<file path="config.mk">
export PLATFORM = sky130hd
export DESIGN_NAME = tps_serial_port
export DESIGN_NICKNAME = d
export VERILOG_FILES = /design/src/hw/tps_serial_port.v /design/src/hw/tps_frame_ram.v
export VERILOG_INCLUDE_DIRS = /design/src /design/src/common
export SDC_FILE = /design/constraint.sdc
export NUM_CORES = 1
export LEC_CHECK = 0
export ABC_AREA = 1
export BUFFER_PORTS_ARGS = -buffer_cell sky130_fd_sc_hd__buf_2
export CORE_MARGIN = 2
export CORE_UTILIZATION = 55
export CTS_BUF_LIST = sky130_fd_sc_hd__clkbuf_2 sky130_fd_sc_hd__clkbuf_4 sky130_fd_sc_hd__clkbuf_8
export DETAILED_ROUTE_END_ITERATION = 8
export PLACE_DENSITY = 0.76
export SYNTH_ARGS = -nofsm -noshare
export SYNTH_HDL_FRONTEND = slang
export SYNTH_SLANG_ARGS = --single-unit
</file>
<file path="constraint.sdc">
create_clock -name clk_in -period 3.55 [get_ports clk_in]
set_clock_uncertainty 0.15 [all_clocks]
set_input_delay 0.1775 -clock clk_in [delete_from_list [all_inputs] [get_ports clk_in]]
set_output_delay 0.1775 -clock clk_in [all_outputs]
set_load 0.05 [all_outputs]
</file>
<file path="src/common/tps_defines.vh">
// constants for the tdm pcm serial port
`ifndef TPS_DEFINES_VH
`define TPS_DEFINES_VH
`define TPS_CLK_HZ 10000000
`define TPS_BIT_CLK_HZ 4096000
`define TPS_STREAM_BPS 2048000
`define TPS_CHANNELS 32
`define TPS_BITS_PER_FRAME 256
`define TPS_HB_W 9
`define TPS_CH_W 5
`define TPS_ADDR_W 11
`define TPS_RAM_AW 6
`define TPS_RAM_DEPTH 64
`define TPS_STREAM_SIN 1'h0
`define TPS_STREAM_RIN 1'h1
`define TPS_IDLE_RUN 3'h4
`define TPS_INIT_CYCLES 3'h4
`define TPS_SLOT_WR_SIN 4'h1
`define TPS_SLOT_WR_RIN 4'h3
`define TPS_SLOT_RD_SIN 4'h5
`define TPS_SLOT_RD_RIN 4'h9
`define TPS_SLOT_LAST 4'hf
`define TPS_SLOT_FIRST 4'h0
`endif

</file>
<file path="src/hw/tps_serial_port.v">
// serial pcm tdm port: two input and two output streams, framed and gated
`timescale 1ns/1ns
`include "tps_defines.vh"
module tps_serial_port
(
	// clock and reset
	input wire clk_in,
	input wire rstn_in,
	// link pins
	input wire bit_clock_in,
	input wire frame_sync_in,
	input wire sin_in,
	input wire rin_in,
	output wire sout_out,
	output wire sout_oe_n_out,
	output wire rout_out,
	output wire rout_oe_n_out,
	// output gating
	input wire serial_output_gate_in,
	input wire main_ctrl_output_enable_in,
	// configuration pins
	input wire freq_select_in,
	input wire [10:0] register_address_lines_in,
	// status
	output wire [10:0] reg_select_out,
	output wire core_clk_slow_out,
	output wire standby_out,
	output wire frame_locked_out,
	output wire frame_format_gci_out
);
	////////////////////////////////////////////////////////////////////////
	// pin synchronisers
	reg [5:0] sync1_q, sync2_q;
	reg bclk_prev_q;
	reg [10:0] addr_s1_q, addr_s2_q;
	wire [5:0] pins_in;
	wire bclk_s, fs_s, sin_s, rin_s, gate_s, fsel_s, edge_w;

	assign pins_in = {freq_select_in, serial_output_gate_in, rin_in, sin_in, frame_sync_in, bit_clock_in};

	always @(posedge clk_in or negedge rstn_in)
	begin
		if (!rstn_in)
		begin
			sync1_q <= 6'h00;
			sync2_q <= 6'h00;
			bclk_prev_q <= 1'b0;
			addr_s1_q <= 11'h000;
			addr_s2_q <= 11'h000;
		end
		else
		begin
			sync1_q <= pins_in;
			sync2_q <= sync1_q;
			bclk_prev_q <= sync2_q[0];
			addr_s1_q <= register_address_lines_in;
			addr_s2_q <= addr_s1_q;
		end
	end

	assign bclk_s = sync2_q[0];
	assign fs_s = sync2_q[1];
	assign sin_s = sync2_q[2];
	assign rin_s = sync2_q[3];
	assign gate_s = sync2_q[4];
	assign fsel_s = sync2_q[5];
	// rising edge of the far-end bit clock
	assign edge_w = bclk_s & ~bclk_prev_q;

	////////////////////////////////////////////////////////////////////////
	// reset standby, defaults and strap capture
	reg [2:0] init_cnt_q;
	reg ready_q, fsel_q;
	reg [10:0] reg_sel_q;

	always @(posedge clk_in or negedge rstn_in)
	begin
		if (!rstn_in)
		begin
			init_cnt_q <= 3'h0;
			ready_q <= 1'b0;
			fsel_q <= 1'b0;
			reg_sel_q <= 11'h000;
		end
		else
		begin
			if (!ready_q)
			begin
				init_cnt_q <= init_cnt_q + 3'h1;
				if (init_cnt_q == `TPS_INIT_CYCLES)
				begin
					ready_q <= 1'b1;
					fsel_q <= fsel_s;
				end
			end
			if (ready_q)
				reg_sel_q <= addr_s2_q;
		end
	end

	////////////////////////////////////////////////////////////////////////
	// frame format detection and half-bit counter
	reg fs_prev_q, idle_lvl_q, locked_q;
	reg [2:0] run_q;
	reg [8:0] hb_q, hb_d;
	wire pulse_end_w;

	assign pulse_end_w = locked_q & (fs_prev_q != idle_lvl_q) & (fs_s == idle_lvl_q);

	always @*
	begin
		hb_d = hb_q + 9'h001;
		if (pulse_end_w)
			hb_d = 9'h000;
	end

	always @(posedge clk_in or negedge rstn_in)
	begin
		if (!rstn_in)
		begin
			fs_prev_q <= 1'b1;
			run_q <= 3'h0;
			idle_lvl_q <= 1'b1;
			locked_q <= 1'b0;
			hb_q <= 9'h000;
		end
		else if (ready_q && edge_w)
		begin
			fs_prev_q <= fs_s;
			// a level that stays for several bit clocks is the idle level
			if (fs_s != fs_prev_q)
				run_q <= 3'h0;
			else if (run_q != `TPS_IDLE_RUN)
				run_q <= run_q + 3'h1;
			if (run_q == `TPS_IDLE_RUN)
			begin
				idle_lvl_q <= fs_prev_q;
				locked_q <= 1'b1;
			end
			hb_q <= hb_d;
		end
	end

	////////////////////////////////////////////////////////////////////////
	// input shifting, byte capture and channel store
	wire [3:0] slot_w;
	wire [4:0] ch_w;
	wire [2:0] bit_w;
	reg [7:0] sin_sh_q, rin_sh_q, sin_byte_q, rin_byte_q;
	reg [7:0] sin_nxt_q, rin_nxt_q, sin_out_sh_q, rin_out_sh_q;
	reg sout_q, rout_q, rd_pend_q, rd_stream_q;
	reg wr_en_d, rd_en_d;
	reg [5:0] wr_addr_d, rd_addr_d;
	reg [7:0] wr_data_d;
	wire [7:0] rd_data_w;
	wire tick_w;

	assign slot_w = hb_d[3:0];
	assign ch_w = hb_d[8:4];
	assign bit_w = hb_d[3:1];
	assign tick_w = ready_q & edge_w;

	always @*
	begin
		wr_en_d = 1'b0;
		wr_addr_d = 6'h00;
		wr_data_d = 8'h00;
		rd_en_d = 1'b0;
		rd_addr_d = 6'h00;
		if (tick_w)
		begin
			// bytes of the channel just finished, then the next channel read ahead
			if (slot_w == `TPS_SLOT_WR_SIN)
			begin
				wr_en_d = 1'b1;
				wr_addr_d = {`TPS_STREAM_SIN, ch_w - 5'h01};
				wr_data_d = sin_byte_q;
			end
			if (slot_w == `TPS_SLOT_WR_RIN)
			begin
				wr_en_d = 1'b1;
				wr_addr_d = {`TPS_STREAM_RIN, ch_w - 5'h01};
				wr_data_d = rin_byte_q;
			end
			if (slot_w == `TPS_SLOT_RD_SIN)
			begin
				rd_en_d = 1'b1;
				rd_addr_d = {`TPS_STREAM_SIN, ch_w + 5'h01};
			end
			if (slot_w == `TPS_SLOT_RD_RIN)
			begin
				rd_en_d = 1'b1;
				rd_addr_d = {`TPS_STREAM_RIN, ch_w + 5'h01};
			end
		end
	end

	tps_frame_ram u_ram
	(
		.clk_in(clk_in),
		.rstn_in(rstn_in),
		.wr_en_in(wr_en_d),
		.wr_addr_in(wr_addr_d),
		.wr_data_in(wr_data_d),
		.rd_en_in(rd_en_d),
		.rd_addr_in(rd_addr_d),
		.rd_data_out(rd_data_w)
	);

	always @(posedge clk_in or negedge rstn_in)
	begin
		if (!rstn_in)
		begin
			sin_sh_q <= 8'h00;
			rin_sh_q <= 8'h00;
			sin_byte_q <= 8'h00;
			rin_byte_q <= 8'h00;
			sin_nxt_q <= 8'h00;
			rin_nxt_q <= 8'h00;
			sin_out_sh_q <= 8'h00;
			rin_out_sh_q <= 8'h00;
			sout_q <= 1'b1;
			rout_q <= 1'b1;
			rd_pend_q <= 1'b0;
			rd_stream_q <= 1'b0;
		end
		else
		begin
			rd_pend_q <= rd_en_d;
			rd_stream_q <= rd_addr_d[5];
			if (rd_pend_q && rd_stream_q == `TPS_STREAM_SIN)
				sin_nxt_q <= rd_data_w;
			if (rd_pend_q && rd_stream_q == `TPS_STREAM_RIN)
				rin_nxt_q <= rd_data_w;
			if (tick_w && hb_d[0])
			begin
				// sample inputs in the second half of each bit, msb first
				sin_sh_q <= {sin_sh_q[6:0], sin_s};
				rin_sh_q <= {rin_sh_q[6:0], rin_s};
				if (slot_w == `TPS_SLOT_LAST)
				begin
					sin_byte_q <= {sin_sh_q[6:0], sin_s};
					rin_byte_q <= {rin_sh_q[6:0], rin_s};
				end
			end
			if (tick_w && !hb_d[0])
			begin
				if (slot_w == `TPS_SLOT_FIRST)
				begin
					sin_out_sh_q <= sin_nxt_q;
					rin_out_sh_q <= rin_nxt_q;
					sout_q <= sin_nxt_q[7];
					rout_q <= rin_nxt_q[7];
				end
				else
				begin
					sout_q <= sin_out_sh_q[3'h7 - bit_w];
					rout_q <= rin_out_sh_q[3'h7 - bit_w];
				end
			end
		end
	end

	////////////////////////////////////////////////////////////////////////
	// output drive gating
	reg oe_n_q;

	always @(posedge clk_in or negedge rstn_in)
	begin
		if (!rstn_in)
			oe_n_q <= 1'b1;
		else
			oe_n_q <= ~(ready_q & gate_s & main_ctrl_output_enable_in);
	end

	assign sout_out = sout_q;
	assign rout_out = rout_q;
	assign sout_oe_n_out = oe_n_q;
	assign rout_oe_n_out = oe_n_q;
	assign reg_select_out = reg_sel_q;
	assign core_clk_slow_out = fsel_q;
	assign standby_out = ~ready_q;
	assign frame_locked_out = locked_q;
	assign frame_format_gci_out = ~idle_lvl_q;
endmodule

</file>
<file path="src/hw/tps_frame_ram.v">
// one-frame channel store with registered read data
`timescale 1ns/1ns
module tps_frame_ram
(
	// clock and reset
	input wire clk_in,
	input wire rstn_in,
	// write port
	input wire wr_en_in,
	input wire [5:0] wr_addr_in,
	input wire [7:0] wr_data_in,
	// read port
	input wire rd_en_in,
	input wire [5:0] rd_addr_in,
	output wire [7:0] rd_data_out
);
	reg [7:0] mem [0:63];
	reg [7:0] rd_data_q;

	always @(posedge clk_in)
	begin
		if (wr_en_in)
			mem[wr_addr_in] <= wr_data_in;
	end

	always @(posedge clk_in or negedge rstn_in)
	begin
		if (!rstn_in)
			rd_data_q <= 8'h00;
		else if (rd_en_in)
			rd_data_q <= mem[rd_addr_in];
	end

	assign rd_data_out = rd_data_q;
endmodule

</file>
==> out/results.tsv, run 1 <==
stage	metric	value	unit
global_routing	grt_overflow_total	0	
worst_setup_path	worstReg2RegEnd	u_ram.mem[52][0]$_DFFE_PP_	
worst_setup_path	cpMostUsedCell	nor2_1	
sta	finalSetupViolations	0	
power_and_ir_drop	p_per_area	534	mW/mm²
logic_synthesis	yosys_most_used_dff	edfxtp_1	
global_routing	antenna_found_initial	1	
clocking	cts_tree	yes	
finish	finalNetCount	2963	
worst_setup_path	crit_chain	ha_1, nand2_1, inv_1, nor2_1, inv_1, nor2_1, nor2_1, inv_1, nor2_1, inv_1, a21oi_1, o21ai_0, nor2_1, nand2_2, nor2_4, buf_4	
drt	routed.top_layer	met5	
clocking	clk_path_buf_depth	3	
floorplanning	num_rows	83	
worst_setup_path	critical_path_required	3790	ps
logic_synthesis	synth-edff-count	512	
global_routing	grt_pass1_wl	113	mm
floorplanning	die_area	0.0535	mm²
logic_synthesis	synthTopCellsByCount	512 x edfxtp_1, 482 x inv_1, 465 x nand3_1, 463 x nand2_1, 203 x nor2_1	
logic_synthesis	async_reset_ff_share	21.4	%
global_routing	grt_pass1_vias	20300	
drt	wl_met1	28.7	mm
drt	wl_per_cell	19.6	µm
drt	drt_pass1_iterations	6	
worst_setup_path	cp_num_buf_inv	5	
finish	syn_to_final_growth	15.2	%
placed_design	place_congestion	0.877	
floorplanning	fp.dieH	231	µm
placed_design	post-dp-hpwl	43.2	mm
drt	via_count	21000	
logic_synthesis	synth.avg_cell_area	10.3	µm²
outcome	violations	hold timing	
power_and_ir_drop	p_leak	14.2	nW
placed_design	io_buffer_count	38	
worst_setup_path	rrSetupSlack	170	ps
worst_setup_path	rr_worst_depth	16	
worst_setup_path	critical_path_class	reg -> reg	
run	cap_violations	0	
drt	antenna_left	0	
logic_synthesis	synthCells	2767	
finish	utilization	64.0	%
logic_synthesis	netlist_area	0.0284	mm²
placed_design	placed_area	0.0302	mm²
drt	drc	0	
worst_setup_path	crit_arrival	3620	ps
drt	drt_iter0_drc	2949	
sta	max_freq	295	MHz
floorplanning	initial_core_util	55.5	%
drt	wl_met3	6.87	mm
sta	whs	-11.5	ps
worst_setup_path	cp-start-kind	flop	
drt	wl_met2	34.1	mm
sta	maxSlewViolCount	0	
global_routing	grt_usage	27.4	%
clocking	root_buffer	clkbuf_8	
worst_setup_path	critPathTopFamily	simple AND/OR/NAND/NOR gates	
sta	slew-limit-headroom	34.4	%
sta	rsz0062_at_grt	yes	
outcome	status	complete, but fails checks	
logic_synthesis	synth_top_cell_area_share	54.1	%
clocking	clock_sinks	651	
worst_setup_path	crit_path_end_kind	flop	
worst_setup_path	max_stage_delay	410	ps
logic_synthesis	netlist_top_cells_area	edfxtp_1 54%, dfrtp_1 12%, nand3_1 8.2%	
finish	multiInputGateArea	0.00715	mm²
global_routing	grt_max_degree	111	
sta	tightest_slew	984	ps
logic_synthesis	ys_warn_count	0	
clocking	htree_levels	3	
floorplanning	core	0.0512	mm²
worst_setup_path	r2r_start	hb_q[0]$_DFFE_PN0P_	
clocking	clkSlewWorstSetupHoldPaths	70	ps
sta	min_period	3380	ps
sta	fin_crit_sh	95.3	%
worst_setup_path	cp_slowest_cell	dfrtp_1	
worst_setup_path	worst-path-stages	16	
sta	hold_viol	6	
logic_synthesis	syn_nets	2794	
power_and_ir_drop	vdd_drop_max	0.327	mV
logic_synthesis	ys_seq_elements	651	
finish	ff_latch_area	0.0189	mm²
worst_setup_path	worst-path-max-fanout	8	
clocking	clock_latency	710	ps
logic_synthesis	synth_cell_type_count	39	
finish	final_cell_area	0.0327	mm²
logic_synthesis	synth.most_common_cell	edfxtp_1	
logic_synthesis	synth-seq-area-share	66.4	%
min_path	min_path_type	in -> async	
drt	via_per_inst	5.68	
finish	drive_gt1_share	13.9	%
logic_synthesis	synth_largest_area_cell	edfxtp_1	
finish	num-fill-cells	3840	
drt	wirelength	72.5	mm
floorplanning	die_w	231	µm
clocking	cts_buffers	100	
floorplanning	pin_count	39	
power breakdown:
group | internal, mW | leakage [nW] | switching (mW) | total, mW
Combinational | 0.621 | 7.48 | 1.97 | 2.59
Clock | 3.30 | 1.03 | 2.90 | 6.21
Sequential | 8.49 | 5.64 | 0.203 | 8.69
logic make-up (layout without fill, tap and decap cells):
kind of cell | count (synthesis) | after routing | synth area share (%)
other | 0 | 1 | 0
flip-flops | 651 | 651 | 66.4
adder cells (fa/ha/maj) | 7 | 7 | 0.308
XOR/XNOR | 5 | 5 | 0.154
multiplexers | 12 | 12 | 0.476
AO/OA/AOI/OAI | 115 | 115 | 2.24
buffers and inverters | 645 | 894 | 8.97
AND/OR/NAND/NOR | 1332 | 1332 | 21.5
sequential cells by signal, summed over array words and instances (netlist names), 3 cells and up:
| name | flops |
|---|---|
| sin_sh_q | 7 |
| sync1_q | 6 |
| u_ram.rd_data_out | 8 |
| rin_nxt_q | 8 |
| sin_nxt_q | 8 |
| addr_s1_q | 11 |
| rin_sh_q | 7 |
| u_ram.mem | 512 |
| rin_byte_q | 8 |
| run_q | 3 |
| reg_select_out | 11 |
| sync2_q | 6 |
| init_cnt_q | 3 |
| hb_q | 9 |
| sin_byte_q | 8 |
| addr_s2_q | 11 |
| rin_out_sh_q | 7 |
| sin_out_sh_q | 7 |
worst reg2reg max path: cells and delay by family (launching register included):
family,cells,cell delay (ps)
AND/OR/NAND/NOR,8,1340
AO/OA/AOI/OAI,2,310
buffers and inverters,5,610
adder cells (fa/ha/maj),1,250
flip-flops,1,410
layer usage:
metal  global-route usage, %  vias up
met3                    4.58      210
li1                        -     9577
met4                    11.6        2
met1                    37.5    10000
met2                    43.6     1179
met5                       0        -
placed cells by master (no fill, tap or decap), drive strengths merged, types with 2 or more instances in the layout:
cell type and instances:
a32o 8, mux2 12, clkinv 42, nand4 162, ha 7, clkinvlp 4
o21ai 95, xor2 2, buf 183, edfxtp 512, nand2 466, or2 26
clkbuf 133, dfstp 5, a21oi 6, dfrtp 134, nand3 466, xnor2 3
bufinv 4, nor3 5, dlygate4sd3 37, nor2 206, inv 491
layout make-up:
cell class                 instances  share of cell area (%)
tap                              680                    2.60
timing repair buffer             221                    6.27
antenna                            1                 0.00764
inverter                         491                    5.64
multi-input combinational       1471                    21.8
sequential                       651                    57.6
clock buffer                     132                    5.01
clock inverter                    50                    1.02
how the worst max path moves through the flow:
stage,from,end,slack (ps)
floorplan,frame_locked_out$_DFFE_PN0P_,u_ram.mem[40][0]$_DFFE_PP_,-50
global placement,fs_prev_q$_DFFE_PN1P_,u_ram.rd_data_out[3]$_DFFE_PN0P_,100
detailed placement,fs_prev_q$_DFFE_PN1P_,u_ram.rd_data_out[3]$_DFFE_PN0P_,90
CTS,fs_prev_q$_DFFE_PN1P_,u_ram.mem[52][5]$_DFFE_PP_,40
global route,hb_q[0]$_DFFE_PN0P_,u_ram.mem[25][0]$_DFFE_PP_,-70
finish,hb_q[0]$_DFFE_PN0P_,u_ram.mem[52][0]$_DFFE_PP_,170
timing repair:
item	CTS	global route
hold endpoints to repair	126	0
setup endpoints to repair	0	239
resized for setup	0	20
setup buffers	0	3
hold buffers	37	0
stage by stage:
step | hold WS (ps) | setup WS, ps | std cells | TNS (ps) | total power, mW
4_1_cts | 9.14 | 35.5 | 3692 | 0 | 17.4
3_5_place_dp | 138 | 88.3 | 3473 | 0 | 11.3
2_1_floorplan | -268 | -48.2 | 2767 | -20890 | 10.4
5_1_grt | 90.0 | -65.2 | 3697 | -2510 | 18.1
3_3_place_gp | 136 | 100 | 3473 | 0 | 11.2
6_report | -11.5 | 166 | 3697 | 0 | 17.5
(Power assumes the default switching activity.)
==> run 2, diff against run 1 <==
- PLACE_DENSITY: 0.76 -> 0.74
- clock period: 3.55 -> 3.3 ns (I/O delays scaled with it)
==> out/results.tsv, run 2 (synthesized netlist as in run 1, its figures left out) <==
stage	metric	value	unit	change
placed_design	placed_area	0.0310	mm²	+2.6%
global_routing	grt_pass1_wl	117	mm	+3.8%
worst_setup_path	crit_path_end_kind	flop		
sta	maxSlewViolCount	0		unchanged
worst_setup_path	r2r_start	fs_prev_q$_DFFE_PN1P_		
clocking	cts_tree	yes		
sta	slew-limit-headroom	26.7	%	-7.7 points
finish	final_cell_area	0.0342	mm²	+4.5%
sta	rsz0062_at_grt	yes		
run	cap_violations	0		unchanged
placed_design	dp_cells	3492		+0.55%
clocking	htree_levels	3		unchanged
drt	wirelength	79.5	mm	+9.7%
sta	fin_crit_sh	98.1	%	+2.8 points
floorplanning	pin_count	39		unchanged
worst_setup_path	crit_arrival	3720	ps	+100 ps
clocking	clock_sinks	651		unchanged
floorplanning	core	0.0512	mm²	unchanged
finish	largest_reg_flops	512		unchanged
finish	utilization	66.8	%	+2.9 points
finish	fin_cells	3741		+1.2%
drt	antenna_left	0		unchanged
sta	fin_setup_tns	0	ps	unchanged
placed_design	post-dp-hpwl	46.3	mm	+7.2%
worst_setup_path	critical_path_class	reg -> reg		
global_routing	grt_overflow_total	0		unchanged
clocking	root_buffer	clkbuf_8		
power_and_ir_drop	vdd_drop_max	0.535	mV	+63%
finish	layout_commonest_cell	edfxtp_1		
finish	finalNetCount	3007		+1.5%
sta	max_freq	309	MHz	+4.5%
global_routing	antenna_found_initial	0		-1
drt	drc	0		unchanged
sta	finalSetupViolations	0		unchanged
worst_setup_path	critical_path_required	3790	ps	about the same
floorplanning	num_rows	83		unchanged
worst_setup_path	cp-start-kind	flop		
drt	drt_iter0_drc	2487		-16%
drt	wl_per_cell	21.3	µm	+8.4%
drt	via_count	21500		+2.1%
floorplanning	die_w	231	µm	unchanged
power_and_ir_drop	finalPower	19.7	mW	+12%
floorplanning	die_area	0.0535	mm²	unchanged
clocking	cts_buffers	104		+4.0%
clocking	clk_path_buf_depth	3		unchanged
global_routing	grt_pass1_vias	21000		+3.4%
worst_setup_path	worstReg2RegEnd	u_ram.rd_data_out[5]$_DFFE_PN0P_		
global_routing	grt_usage	28.8	%	+1.4 points
outcome	status	finished clean		
finish	drive_gt1_share	18.3	%	+4.4 points
floorplanning	initial_core_util	55.5	%	unchanged
power_and_ir_drop	p_leak	14.7	nW	+3.5%
sta	tightest_slew	1100	ps	+116 ps
finish	syn_to_final_growth	20.4	%	
clocking	clkSlewWorstSetupHoldPaths	70	ps	about the same
sta	hold_viol	0		-6
power_and_ir_drop	p_per_area	575	mW/mm²	+7.6%
worst_setup_path	worst-path-max-fanout	14		+6
finish	final_cell_mix	512 x edfxtp_1, 482 x inv_1, 460 x nand2_1, 438 x nand3_1, 162 x nand4_1		
global_routing	grt_max_degree	123		+11%
worst_setup_path	rrSetupSlack	60	ps	-100 ps
drt	via_per_inst	5.73		+0.94%
worst_setup_path	rr_worst_depth	20		+4
min_path	min_path_type	in -> async		
placed_design	place_congestion	0.915		+4.3%
placed_design	io_buffer_count	38		unchanged
clocking	clock_latency	710	ps	about the same
finish	largest-register	u_ram.mem		
floorplanning	fp.dieH	231	µm	unchanged
sta	min_period	3240	ps	-147 ps
drt	drt_pass1_iterations	7		+1
==> run 2: cell count changes in the layout (fill, tap and decap cells not counted), sizes merged <==
cell      previous run  this run
clkinvlp             4         1
inv                491       492
clkinv              42        28
buf                183       217
bufinv               4         3
clkbuf             133       160
==> run 2: power by group <==
| part | internal [mW] | total [mW] | switching (mW) | leakage, nW |
|---|---|---|---|---|
| Sequential | 9.13 | 9.33 | 0.203 | 5.64 |
| Clock | 3.85 | 7.03 | 3.18 | 1.13 |
| Combinational | 0.932 | 3.30 | 2.37 | 7.89 |
==> run 2: worst max-delay path by stage <==
| stage | from | end | slack, ps | cells after the start |
|---|---|---|---|---|
| 2_1_floorplan | hb_q[0]$_DFFE_PN0P_ | u_ram.mem[17][0]$_DFFE_PP_ | 30 | 11 |
| 3_3_place_gp | fs_prev_q$_DFFE_PN1P_ | u_ram.mem[13][3]$_DFFE_PP_ | -110 | 14 |
| 3_5_place_dp | fs_prev_q$_DFFE_PN1P_ | u_ram.mem[13][5]$_DFFE_PP_ | -110 | 12 |
| 4_1_cts | fs_prev_q$_DFFE_PN1P_ | u_ram.mem[12][4]$_DFFE_PP_ | -0.8 | 12 |
| 5_1_grt | idle_lvl_q$_DFFE_PN1P_ | u_ram.rd_data_out[5]$_DFFE_PN0P_ | -100 | 20 |
| 6_report | fs_prev_q$_DFFE_PN1P_ | u_ram.rd_data_out[5]$_DFFE_PN0P_ | 60 | 20 |
==> run 2: cell type report <==
cell class                      count  area, µm²
Clock buffer                      153       1870
Sequential cell                   651      18900
Clock inverter                     33        241
Timing Repair Buffer              261       2940
Inverter                          491       1850
Multi-Input combinational cell   1471       7590
Tap cell                          680        851
Antenna cell                        1       2.50
Fill cell                        3612      17000
==> run 2: critical path, cell delays in order (launching register included) <==
cell and delay (ps):
dfstp_2 570, nor2_1 60, nor2_1 110, nand2_2 120, buf_4 160, nand3_4 100
inv_2 50, ha_1 210, nand4_1 140, nand2_2 130, nor2_4 210, buf_12 220
buf_4 190, nand3_1 90, nand3_1 80, nand3_1 110, nand3_1 120, nand3_1 140
nand2_1 110, nand2_1 50, nand2_1 50
==> run 2: per-stage QoR <==
| step | setup slack [ps] | hold WS (ps) |
|---|---|---|
| 3_3_place_gp | -105 | 122 |
| 3_5_place_dp | -115 | 125 |
| 4_1_cts | -0.832 | 67.0 |
| 5_1_grt | -105 | 136 |
| 6_report | 62.7 | 31.5 |
| 2_1_floorplan | 32.4 | -281 |
==> run 2: routing by layer <==
| metal | vias to the layer above | track usage [%] | routed length [µm] | share of wire [%] |
|---|---|---|---|---|
| met5 | - | 0 | 0 | 0 |
| met3 | 281 | 6.61 | 8260 | 10 |
| met1 | 10200 | 37.1 | 29900 | 38 |
| met4 | 0 | 13.6 | 3720 | 4.7 |
| li1 | 9671 | - | - | - |
| met2 | 1287 | 46.5 | 37600 | 47 |
==> run 2: timing repair <==
item,4_1_cts,5_1_grt
gates resized for setup,4,68
gates cloned,0,10
setup buffers,2,13
endpoints found under the hold margin,135,0
setup endpoints to repair,103,405
pin swaps,1,10
hold buffers,37,0
